### src/bus_unit_map_pkg.sv
// Constants for the bus interface unit memory map register bank.
// Assumes a single 125 MHz clock domain shared by every user.
package bus_unit_map_pkg;

	// Register window and offsets, relative to the configuration base
	localparam logic [15:0] WIN_BASE = 16'h8000;
	localparam logic [15:0] WIN_SIZE = 16'h0100;
	localparam logic [15:0] OFF_MEMORY_TOP = 16'h8000;
	localparam logic [15:0] OFF_MAP_AB = 16'h8004;
	localparam logic [15:0] OFF_MAP_CD = 16'h8008;
	localparam logic [15:0] OFF_MAP_EF = 16'h800c;

	// Reset values
	localparam logic [31:0] RST_MEMORY_TOP = 32'h3fffffff;
	localparam logic [31:0] RST_MAP = 32'h00000000;

	// Memory top field
	localparam int TOP_CODE_LSB = 17;
	localparam int TOP_CODE_MSB = 27;

	// Fields of the A/B map register
	localparam int UPPER_REDIRECT_BIT = 28;
	localparam int UPPER_CTL_LSB = 24;
	localparam int PCI_REG_EN_BIT = 22;
	localparam int ADDR20_MASK_BIT = 21;
	localparam int LOWER_REDIRECT_BIT = 20;
	localparam int LOWER_CTL_LSB = 16;
	localparam int IO_3DX_SMI_BIT = 15;
	localparam int IO_3CX_SMI_BIT = 14;

	// Bits of a four-bit region control field
	localparam int CTL_READ_BIT = 0;
	localparam int CTL_WRITE_BIT = 1;
	localparam int CTL_CACHE_BIT = 2;
	localparam int CTL_PCI_MASTER_BIT = 3;

	// Address windows
	localparam logic [19:0] LOWER_WIN_LO = 20'hb0000;
	localparam logic [19:0] LOWER_WIN_HI = 20'hb7fff;
	localparam logic [19:0] UPPER_WIN_LO = 20'hb8000;
	localparam logic [19:0] UPPER_WIN_HI = 20'hbffff;
	localparam logic [19:0] SEG_AREA_LO = 20'hc0000;
	localparam logic [19:0] SEG_AREA_HI = 20'hfffff;
	localparam int SEG_SHIFT = 14;
	localparam logic [15:0] IO_3CX_BASE = 16'h03c0;
	localparam logic [15:0] IO_3DX_BASE = 16'h03d0;

endpackage

### src/region_decode.sv
// Combinational decode of a 20-bit low-memory address against the region map.
// Assumes the caller registers the results and masks address bit 20 first.
module region_decode
	import bus_unit_map_pkg::*;
(
	input wire logic [31:0] addr,
	input wire logic [31:0] map_ab,
	input wire logic [31:0] map_cd,
	input wire logic [31:0] map_ef,
	output logic hit,
	output logic [3:0] ctl,
	output logic to_graphics
);

	logic [19:0] a;
	logic low_meg;
	logic [2:0] seg;

	assign a = addr[19:0];
	assign low_meg = (addr[31:20] == 12'h000);
	assign seg = a[SEG_SHIFT+2:SEG_SHIFT];

	// Select the control field and graphics routing for the address
	always_comb
	begin
		hit = 1'b0;
		ctl = 4'h0;
		to_graphics = 1'b0;
		if (low_meg && a >= UPPER_WIN_LO && a <= UPPER_WIN_HI)
		begin
			hit = 1'b1;
			ctl = map_ab[UPPER_CTL_LSB +: 4];
			to_graphics = map_ab[UPPER_REDIRECT_BIT];
			// Redirected window never caches, whatever its field says
			if (map_ab[UPPER_REDIRECT_BIT])
				ctl[CTL_CACHE_BIT] = 1'b0;
		end
		else if (low_meg && a >= LOWER_WIN_LO && a <= LOWER_WIN_HI)
		begin
			hit = 1'b1;
			ctl = map_ab[LOWER_CTL_LSB +: 4];
			to_graphics = map_ab[LOWER_REDIRECT_BIT];
			if (map_ab[LOWER_REDIRECT_BIT])
				ctl[CTL_CACHE_BIT] = 1'b0;
		end
		else if (low_meg && a >= SEG_AREA_LO && a <= SEG_AREA_HI)
		begin
			// 16 KB segments, eight per map register
			hit = 1'b1;
			if (a[17])
				ctl = map_ef[{seg, 2'b00} +: 4];
			else
				ctl = map_cd[{seg, 2'b00} +: 4];
		end
	end

endmodule

### src/bus_unit_map_regs.sv
// Memory map register bank of the internal bus interface unit, with the
// address decode that the registers steer.
// Assumes requests come from logic on ref_clk; offsets are relative to the
// configuration base, which is decoded upstream.
module bus_unit_map_regs
	import bus_unit_map_pkg::*;
(
	input wire logic ref_clk,
	input wire logic rst,
	// Register access port
	input wire logic reg_req,
	input wire logic reg_write,
	input wire logic [15:0] reg_addr,
	input wire logic [3:0] reg_be,
	input wire logic [31:0] reg_wdata,
	output logic reg_ack,
	output logic [31:0] reg_rdata,
	// Memory access decode
	input wire logic mem_valid,
	input wire logic [31:0] mem_addr,
	input wire logic mem_smi,
	output logic mem_out_valid,
	output logic [31:0] mem_addr_out,
	output logic mem_below_top,
	output logic mem_region_hit,
	output logic mem_to_graphics,
	output logic mem_read_ok,
	output logic mem_write_ok,
	output logic mem_cacheable,
	output logic mem_pci_master_ok,
	// I/O access trap
	input wire logic io_valid,
	input wire logic [15:0] io_addr,
	output logic io_smi,
	// PCI slave access to internal registers
	input wire logic pci_reg_req,
	output logic pci_reg_grant,
	output logic pci_reg_refuse
);
	import bus_unit_map_pkg::*;

	// Register state
	logic [31:0] memory_top_limit_q;
	logic [31:0] memory_top_limit_d;
	logic [31:0] xbus_map_a_b_regions_q;
	logic [31:0] xbus_map_a_b_regions_d;
	logic [31:0] xbus_map_c_d_regions_q;
	logic [31:0] xbus_map_c_d_regions_d;
	logic [31:0] xbus_map_e_f_regions_q;
	logic [31:0] xbus_map_e_f_regions_d;
	logic reg_ack_q;
	logic reg_ack_d;
	logic [31:0] reg_rdata_q;
	logic [31:0] reg_rdata_d;

	// Access decode state
	logic mem_out_valid_q;
	logic mem_out_valid_d;
	logic [31:0] mem_addr_out_q;
	logic [31:0] mem_addr_out_d;
	logic mem_below_top_q;
	logic mem_below_top_d;
	logic mem_region_hit_q;
	logic mem_region_hit_d;
	logic mem_to_graphics_q;
	logic mem_to_graphics_d;
	logic [3:0] mem_perm_q;
	logic [3:0] mem_perm_d;
	logic io_smi_q;
	logic io_smi_d;
	logic pci_reg_grant_q;
	logic pci_reg_grant_d;
	logic pci_reg_refuse_q;
	logic pci_reg_refuse_d;

	// Decoded named fields of the A/B map register
	logic upper_display_window_redirect;
	logic lower_display_window_redirect;
	logic [3:0] upper_display_window_ctl;
	logic [3:0] lower_display_window_ctl;
	logic pci_internal_reg_access_en;
	logic addr_bit20_mask;
	logic io_3dx_smi_en;
	logic io_3cx_smi_en;

	// Helpers for the memory path and the register window
	logic [31:0] masked_addr;
	logic rd_hit;
	logic [3:0] rd_ctl;
	logic rd_graphics;
	logic in_window;

	// Merge a write into a stored word one byte lane at a time
	function automatic logic [31:0] merge_bytes(input logic [31:0] old_val,
		input logic [31:0] new_val, input logic [3:0] be);
		logic [31:0] res;
		res = old_val;
		for (int i = 0; i < 4; i++)
		begin
			if (be[i])
				res[i*8 +: 8] = new_val[i*8 +: 8];
		end
		return res;
	endfunction

	// True when an I/O address falls inside a 16-port block
	function automatic logic io_in_block(input logic [15:0] addr, input logic [15:0] base);
		return (addr[15:4] == base[15:4]);
	endfunction

	// Named views of the A/B map register fields
	assign upper_display_window_redirect = xbus_map_a_b_regions_q[UPPER_REDIRECT_BIT];
	assign upper_display_window_ctl = xbus_map_a_b_regions_q[UPPER_CTL_LSB +: 4];
	assign pci_internal_reg_access_en = xbus_map_a_b_regions_q[PCI_REG_EN_BIT];
	assign addr_bit20_mask = xbus_map_a_b_regions_q[ADDR20_MASK_BIT];
	assign lower_display_window_redirect = xbus_map_a_b_regions_q[LOWER_REDIRECT_BIT];
	assign lower_display_window_ctl = xbus_map_a_b_regions_q[LOWER_CTL_LSB +: 4];
	assign io_3dx_smi_en = xbus_map_a_b_regions_q[IO_3DX_SMI_BIT];
	assign io_3cx_smi_en = xbus_map_a_b_regions_q[IO_3CX_SMI_BIT];

	// Window decode: the whole 100h bytes answer, only four words hold data
	assign in_window = (reg_addr >= WIN_BASE) && (reg_addr < WIN_BASE + WIN_SIZE);

	// Register writes and read data, computed for the next edge
	always_comb
	begin
		memory_top_limit_d = memory_top_limit_q;
		xbus_map_a_b_regions_d = xbus_map_a_b_regions_q;
		xbus_map_c_d_regions_d = xbus_map_c_d_regions_q;
		xbus_map_e_f_regions_d = xbus_map_e_f_regions_q;
		reg_ack_d = 1'b0;
		reg_rdata_d = 32'h00000000;
		if (reg_req && in_window)
		begin
			reg_ack_d = 1'b1;
			if (reg_write)
			begin
				// Stored whole so software's fill bits read back as written
				unique case ({reg_addr[15:2], 2'b00})
					OFF_MEMORY_TOP:
						memory_top_limit_d = merge_bytes(memory_top_limit_q,
							reg_wdata, reg_be);
					OFF_MAP_AB:
						xbus_map_a_b_regions_d = merge_bytes(xbus_map_a_b_regions_q,
							reg_wdata, reg_be);
					OFF_MAP_CD:
						xbus_map_c_d_regions_d = merge_bytes(xbus_map_c_d_regions_q,
							reg_wdata, reg_be);
					OFF_MAP_EF:
						xbus_map_e_f_regions_d = merge_bytes(xbus_map_e_f_regions_q,
							reg_wdata, reg_be);
					default:
						; // Undefined offsets take no write
				endcase
			end
			else
			begin
				unique case ({reg_addr[15:2], 2'b00})
					OFF_MEMORY_TOP:
						reg_rdata_d = memory_top_limit_q;
					OFF_MAP_AB:
						reg_rdata_d = xbus_map_a_b_regions_q;
					OFF_MAP_CD:
						reg_rdata_d = xbus_map_c_d_regions_q;
					OFF_MAP_EF:
						reg_rdata_d = xbus_map_e_f_regions_q;
					default:
						reg_rdata_d = 32'h00000000;
				endcase
			end
		end
	end

	// Register bank flops
	always_ff @(posedge ref_clk)
	begin
		if (rst)
		begin
			memory_top_limit_q <= RST_MEMORY_TOP;
			xbus_map_a_b_regions_q <= RST_MAP;
			xbus_map_c_d_regions_q <= RST_MAP;
			xbus_map_e_f_regions_q <= RST_MAP;
			reg_ack_q <= 1'b0;
			reg_rdata_q <= 32'h00000000;
		end
		else
		begin
			memory_top_limit_q <= memory_top_limit_d;
			xbus_map_a_b_regions_q <= xbus_map_a_b_regions_d;
			xbus_map_c_d_regions_q <= xbus_map_c_d_regions_d;
			xbus_map_e_f_regions_q <= xbus_map_e_f_regions_d;
			reg_ack_q <= reg_ack_d;
			reg_rdata_q <= reg_rdata_d;
		end
	end

	// Bit 20 wrap for legacy software; SMI handlers see the real address
	always_comb
	begin
		masked_addr = mem_addr;
		if (addr_bit20_mask && !mem_smi)
			masked_addr[20] = 1'b0;
	end

	// Region lookup on the masked address
	region_decode u_region_decode (
		.addr(masked_addr),
		.map_ab(xbus_map_a_b_regions_q),
		.map_cd(xbus_map_c_d_regions_q),
		.map_ef(xbus_map_e_f_regions_q),
		.hit(rd_hit),
		.ctl(rd_ctl),
		.to_graphics(rd_graphics)
	);

	// Memory decode results, one cycle after the access is presented
	always_comb
	begin
		mem_out_valid_d = mem_valid;
		mem_addr_out_d = mem_valid ? masked_addr : mem_addr_out_q;
		mem_below_top_d = 1'b0;
		mem_region_hit_d = 1'b0;
		mem_to_graphics_d = 1'b0;
		mem_perm_d = 4'h0;
		if (mem_valid)
		begin
			// Top compares on the code bits; low bits are all ones by use
			mem_below_top_d = (masked_addr[31:TOP_CODE_LSB] <=
				{4'h0, memory_top_limit_q[TOP_CODE_MSB:TOP_CODE_LSB]});
			mem_region_hit_d = rd_hit;
			mem_to_graphics_d = rd_graphics;
			// Outside the controlled regions nothing is restricted
			mem_perm_d = rd_hit ? rd_ctl : 4'hf;
		end
	end

	// Memory decode flops
	always_ff @(posedge ref_clk)
	begin
		if (rst)
		begin
			mem_out_valid_q <= 1'b0;
			mem_addr_out_q <= 32'h00000000;
			mem_below_top_q <= 1'b0;
			mem_region_hit_q <= 1'b0;
			mem_to_graphics_q <= 1'b0;
			mem_perm_q <= 4'h0;
		end
		else
		begin
			mem_out_valid_q <= mem_out_valid_d;
			mem_addr_out_q <= mem_addr_out_d;
			mem_below_top_q <= mem_below_top_d;
			mem_region_hit_q <= mem_region_hit_d;
			mem_to_graphics_q <= mem_to_graphics_d;
			mem_perm_q <= mem_perm_d;
		end
	end

	// I/O trap and PCI slave gate, one cycle pulses
	always_comb
	begin
		io_smi_d = io_valid &&
			((io_3dx_smi_en && io_in_block(io_addr, IO_3DX_BASE)) ||
			(io_3cx_smi_en && io_in_block(io_addr, IO_3CX_BASE)));
		pci_reg_grant_d = pci_reg_req && pci_internal_reg_access_en;
		pci_reg_refuse_d = pci_reg_req && !pci_internal_reg_access_en;
	end

	// Trap and gate flops
	always_ff @(posedge ref_clk)
	begin
		if (rst)
		begin
			io_smi_q <= 1'b0;
			pci_reg_grant_q <= 1'b0;
			pci_reg_refuse_q <= 1'b0;
		end
		else
		begin
			io_smi_q <= io_smi_d;
			pci_reg_grant_q <= pci_reg_grant_d;
			pci_reg_refuse_q <= pci_reg_refuse_d;
		end
	end

	// Outputs straight from flops
	assign reg_ack = reg_ack_q;
	assign reg_rdata = reg_rdata_q;
	assign mem_out_valid = mem_out_valid_q;
	assign mem_addr_out = mem_addr_out_q;
	assign mem_below_top = mem_below_top_q;
	assign mem_region_hit = mem_region_hit_q;
	assign mem_to_graphics = mem_to_graphics_q;
	assign mem_read_ok = mem_perm_q[CTL_READ_BIT];
	assign mem_write_ok = mem_perm_q[CTL_WRITE_BIT];
	assign mem_cacheable = mem_perm_q[CTL_CACHE_BIT];
	assign mem_pci_master_ok = mem_perm_q[CTL_PCI_MASTER_BIT];
	assign io_smi = io_smi_q;
	assign pci_reg_grant = pci_reg_grant_q;
	assign pci_reg_refuse = pci_reg_refuse_q;

endmodule

### config.mk
export PLATFORM = sky130hd
export DESIGN_NAME = bus_unit_map_regs
export DESIGN_NICKNAME = d
export VERILOG_FILES = /design/src/bus_unit_map_pkg.sv /design/src/region_decode.sv /design/src/bus_unit_map_regs.sv
export SDC_FILE = /design/constraint.sdc
export NUM_CORES = 1
export LEC_CHECK = 0
export BUFFER_PORTS_ARGS = -buffer_cell sky130_fd_sc_hd__clkbuf_2
export CORE_ASPECT_RATIO = 1.1
export CORE_MARGIN = 3
export CORE_UTILIZATION = 35
export CTS_CLUSTER_SIZE = 24
export DETAILED_ROUTE_END_ITERATION = 16
export GPL_TIMING_DRIVEN = 0
export PLACE_DENSITY_LB_ADDON = 0.12
export SYNTH_ARGS = -nofsm -noshare
export SYNTH_HDL_FRONTEND = slang
export SYNTH_HIERARCHICAL = 1
export SYNTH_SLANG_ARGS = --single-unit
### constraint.sdc
create_clock -name ref_clk -period 2.75 [get_ports ref_clk]
set_clock_uncertainty 0.15 [all_clocks]
set_input_delay 0.1375 -clock ref_clk [delete_from_list [all_inputs] [get_ports ref_clk]]
set_output_delay 0.1375 -clock ref_clk [all_outputs]
set_load 0.005 [all_outputs]
# --- After elaboration in Yosys (flattened, before gate mapping) ---
# Index checks and enable logic that the tools add are counted.
totals:
  ff_bits: 204
  in_bits: 108
classes:
  shifts: 2
  n_bitwise: 2
  muxes: 15
  order_cmp: 9
  n_reduce_logical: 36
  n_eq_ne: 6
op_table:
  columns: ["operator", "count"]
  rows:
  - ["case mux 32 bit (4 select lines)", 1]
  - ["AND reduction 4 bit", 16]
  - ["variable part select 32 x 6 -> 4 bit", 2]
  - [">= comparator 20 bit (second input constant)", 3]
  - ["less-or-equal comparator 20 bit (second input constant)", 3]
  - ["== test 14 bit (second input constant)", 4]
  - ["== test 12 x 6 -> 1 bit (second input constant)", 2]
  - ["two-way mux 4 bit", 5]
  - [">= comparator 16 bit (second input constant)", 1]
  - ["less-than comparator 16 bit (second input constant)", 1]
  - ["less-or-equal comparator 15 x 11 -> 1 bit", 1]
  - ["logical AND 1 bit", 14]
  - ["zero test 12 bit", 1]
  - ["two-way mux 1 bit", 9]
  - ["OR reduction 3 bit", 1]
  - ["zero test 1 bit", 2]
  - ["inverter 1 bit", 2]
  - ["OR reduction 2 bit", 1]
  - ["logical OR 1 bit", 1]

# --- Logic depth before layout (Yosys ltp) ---
logic_depth:
  depth_word: 10
  depth_mapped: 8
  mapped_depth_nobuf: 8

# --- By module ---
# The synthesis kept the hierarchy.
by_module_without_submodules:
  columns: ["mod", "cells_each", "n_inst", "area_each_um2", "seq_area_each_um2"]
  rows:
  - ["bus_unit_map_regs", 881, 1, 8921.1, 4083.9]
  - ["region_decode", 59, 1, 658.1, 0.0]

# --- Worst setup path after synthesis ---
# Ideal clock, no wire load.
synth_timing:
  path_type: "input to register"
  startpoint: "input port reg_addr[13]"
  endpoint: "register reg_rdata_q[10] (netlist: reg_rdata[10])"
  required_time_ns: 2.530
  arrival_ns: 1.788
  path_slack_ns: 0.742
  path_buffers: 2
  setup_time_ns: 0.070
  stages: 6
  path_cell_list: "or4b_1 buf_6 nor4_4 buf_6 a32oi_1 a21oi_1"
synth_between:
  elab_chain_len: 5
  elab_cells_between_ends: 11
synth_rtl:
  columns: ["element", "line", "source"]
  rows:
  - ["start: declaration", "bus_unit_map_regs.sv:13", "input wire logic [15:0] reg_addr,"]
  - [">= comparator 16 bit / less-than comparator 16 bit (equally long branches)", "bus_unit_map_regs.sv:122", "assign in_window = (reg_addr >= WIN_BASE) && (reg_addr < WIN_BASE + WIN_SIZE);"]
  - ["logical AND 1 bit", "bus_unit_map_regs.sv:122", null]
  - ["logical AND 1 bit", "bus_unit_map_regs.sv:133", "if (reg_req && in_window)"]
  - ["inverter 1 bit (no source line)", null, null]
  - ["OR reduction 3 bit (no source line)", null, null]
  - ["end signal: assignment", "bus_unit_map_regs.sv:193", "reg_rdata_q <= reg_rdata_d;"]
  - ["end: declaration", "bus_unit_map_regs.sv:53", "logic [31:0] reg_rdata_q;"]
# Several ways; a longest one is shown, not always the timed one.
# A chain may end at the register's enable or synchronous reset.

==> metrics.yaml <==
status:
  status: "finished, final reports clean"
yosys:
  synthArstFlopShare_pct: 0
  synth_edf_count: 0
  synth_compound_area_share_pct: 7.001
  ys_warn_count: 6
  syn_area_mm2: 0.009579
  synth_top_family_by_area: "multiplexers"
  synth_adder_area_share_pct: 1.437
  synthMuxAreaShare_pct: 23.94
  ys.flop_type: "dfxtp_1"
  yosysSeqAreaShare_pct: 42.63
  syn_area_per_cell_um2: 10.19
  ys_ff_latch: 204
  netlist_instances: 940
  synth-simple-area-share_pct: 20.72
  synth_nets: 1059
  synth-xor-area-share_pct: 0
  synth_cell_types: 47
timing:
  hold_viol: 0
  fin_crit_ns: 2.500
  period_share_pct: 90.92
  max_slew.worst_pin.slew_ns: 0.9783
  slew_headroom_pct: 34.29
  setup_viol: 0
  maxSlewViolCount: 0
  max_freq_mhz: 399.9
  rsz0062_at_grt: "no"
  setup_tns_ns: 0
detailed_routing:
  wl_met2_mm: 15.84
  dr.pass1.iters: 5
  routed.top_layer: "met4"
  num_vias: 8098
  met3_length_mm: 1.959
  drc: 0
  wl_mm: 32.69
  via_per_inst: 5.096
  postRouteAntennaNets: 0
  drt-met1-wl_mm: 14.07
  initialDrtViolationCount: 514
  avgRoutedWirePerCell_um: 20.57
clocking:
  path_clk_slew_ns: 0.06
  root_buffer: "clkbuf_16"
  worst_skew_pair.late_latency_ns: 0.52
  cts_hold_buf: 78
  cts_max_level: 1
  clockBufferDepth: 3
  cts_made_buffers: 24
  tritoncts: "yes"
  cts_sinks: 204
  postCtsSetupBuffers: 0
  cts_resized: 0
setup_path:
  cp_num_cells: 8
  slowest_stage: "clkbuf_1"
  path_max_fanout: 10
  path_cells: "clkbuf_2, clkbuf_1, clkbuf_1, clkbuf_1, nor3b_1, nand3_1, dlygate4sd3_1, nor2_1"
  crit_path_start: "rst"
  crit_end: "io_smi"
  critPathMaxStageDelay_ns: 0.64
  crit_buf_inv: 5
  r2r_cells: 7
  critical_path_class: "in -> reg"
  crit_required_ns: 3.00
  crit_arrival_ns: 2.75
  crit_path_start_kind: "primary input"
  critPathTopFamily: "buffers and inverters"
  regToRegSetupSlack_ns: 0.38
  endpoint_kind: "register"
  rr_startpoint: "xbus_map_a_b_regions_q[21]"
  worstReg2RegEnd: "mem_perm_q[2]"
  crit_top_cell: "clkbuf_1"
final_layout:
  mostFrequentLayoutCell: "dfxtp_1"
  drive_gt1_share_pct: 23.69
  fin_cells: 1589
  fillCellCount: 2594
  finish.utilization_pct: 47.13
  nNetsFinal: 1339
  final_cell_mix: "dfxtp_1, clkbuf_2, mux2i_1"
  diodes: 0
  syn_to_final_growth_pct: 30.54
flow_run:
  drv_cap: 0
pwr:
  p_sw_uw: 1591
  seqPwrFrac_pct: 43.5
  clockPowerShare_pct: 48.1
  switching_share_pct: 23.06
  finalPower_uw: 6900
  comb_power_share_pct: 8.4
  leakage_uw: 0.005684
  p_int_uw: 5309
  power.density_mw_per_mm2: 551.8
  vdd_ir_drop_max_v: 0.0003761
die:
  die_x_um: 163.7
  start_util_pct: 36.11
  core-area_mm2: 0.02653
  rows: 62
  io-pin-count: 184
  die_y_um: 179.5
  design.die.area_mm2: 0.02939
global_routing:
  grt_pass1_wl_mm: 49.29
  grt-ovfl-total: 0
  grt_max_degree: 14
  antenna_found_initial: 1
  gr-usage-all-layers_pct: 21.71
  first_global_vias: 8233
placed_design:
  port_buffers: 176
  hpwlAfterDp_mm: 23.94
  gp_congestion: 0.8620
  place_inst: 1468
min_path:
  holdCritPathClass: "in -> reg"
## worst min-delay path, stage by stage
cell      delay [ns]
clkbuf_2        0.08
a21boi_0        0.20
mux2i_1         0.16
nor2_1          0.05
## how the worst min path moves through the flow
stage / startpoint / to / slack [ns] / cells past startpoint
global route: mem_addr[20] / mem_addr_out[20] / 0.02 / 4
finish: mem_addr[20] / mem_addr_out[20] / 0.02 / 4
CTS: mem_addr[20] / mem_addr_out[20] / 0.02 / 4
floorplan: mem_addr[0] / mem_addr_out[0] / 0.13 / 2
global placement: mem_addr[9] / mem_addr_out[9] / 0.22 / 3
detailed placement: mem_addr[12] / mem_addr_out[12] / 0.23 / 3
## area by class of cell
cell class	count	area, um2	share of cell area [%]
flip-flops and latches	204	4084	32.66
repair buffers	254	1662	13.29
plain buffers	64	319.1	2.552
clock buffers	33	695.7	5.563
inverters	24	90.09	0.7204
well taps	352	440.4	3.522
multi-input cells	648	5086	40.67
clock inverters	10	127.6	1.021
## synth_stat cells (3+ instances only)
cell,n,area share [%]
a21oi_1,39,2.0
a22oi_1,5,0.39
a32oi_1,32,2.9
and2_1,6,0.39
buf_1,3,0.12
buf_2,15,0.78
buf_6,8,0.94
clkbuf_1,38,1.5
clkinv_1,3,0.12
dfxtp_1,204,43
ha_1,11,1.4
inv_1,21,0.82
mux2_2,22,2.6
mux2i_1,165,17
mux4_1,3,0.82
mux4_2,14,3.3
nand2_1,14,0.55
nand2_4,12,1.4
nand2b_1,134,8.8
nand3b_1,33,2.6
nand4_1,4,0.26
nand4b_1,3,0.27
nor2_1,99,3.9
nor3_1,3,0.16
nor4_1,5,0.33
nor4_4,4,0.89
o21ai_0,12,0.63
o22ai_1,4,0.26
## flip-flops by register name (all words and copies together) (netlist names)
signal and count:
io_smi 1, mem_addr_out 32, pci_reg_refuse 1, reg_rdata 32, memory_top_limit_q 32, mem_out_valid 1
xbus_map_e_f_regions_q 32, mem_perm_q 4, reg_ack 1, xbus_map_c_d_regions_q 32, mem_below_top 1, mem_to_graphics 1
mem_region_hit 1, xbus_map_a_b_regions_q 32, pci_reg_grant 1
## cells by family (layout without fill, tap and decap cells)
logic type	count (synthesis)	count (layout)
AOI/OAI and AO/OA	101	101
adders and majority gates	11	11
buffers and inverters	88	385
DFF	204	204
muxes	204	204
and+or+nand+nor	332	332
## power groups by stage
stage	Sequential, uW	Combinational, uW	Clock (uW)
CTS	3000	583	3380
global placement	3070	497	0
global route	3010	630	3490
finish	3000	581	3320
floorplan	3070	249	0
detailed placement	3070	497	0
## metrics by stage
step           area (um2)  hold slack (ns)  worst slack, ns
2_1_floorplan        9579           0.1347           0.7416
3_3_place_gp        10900           0.2204          -0.2695
3_5_place_dp        10900           0.2340          -0.2399
4_1_cts             12500          0.01794           0.2427
5_1_grt             12500          0.01534          0.09553
6_report            12500          0.01751           0.2496
## metal layers
| layer | global-route usage [%] | vias up |
|---|---|---|
| li1 | - | 3884 |
| met1 | 27.88 | 3915 |
| met5 | 0 | - |
| met3 | 4.420 | 46 |
| met2 | 37.01 | 253 |
| met4 | 5.787 | 0 |
(Power assumes the default switching activity.)
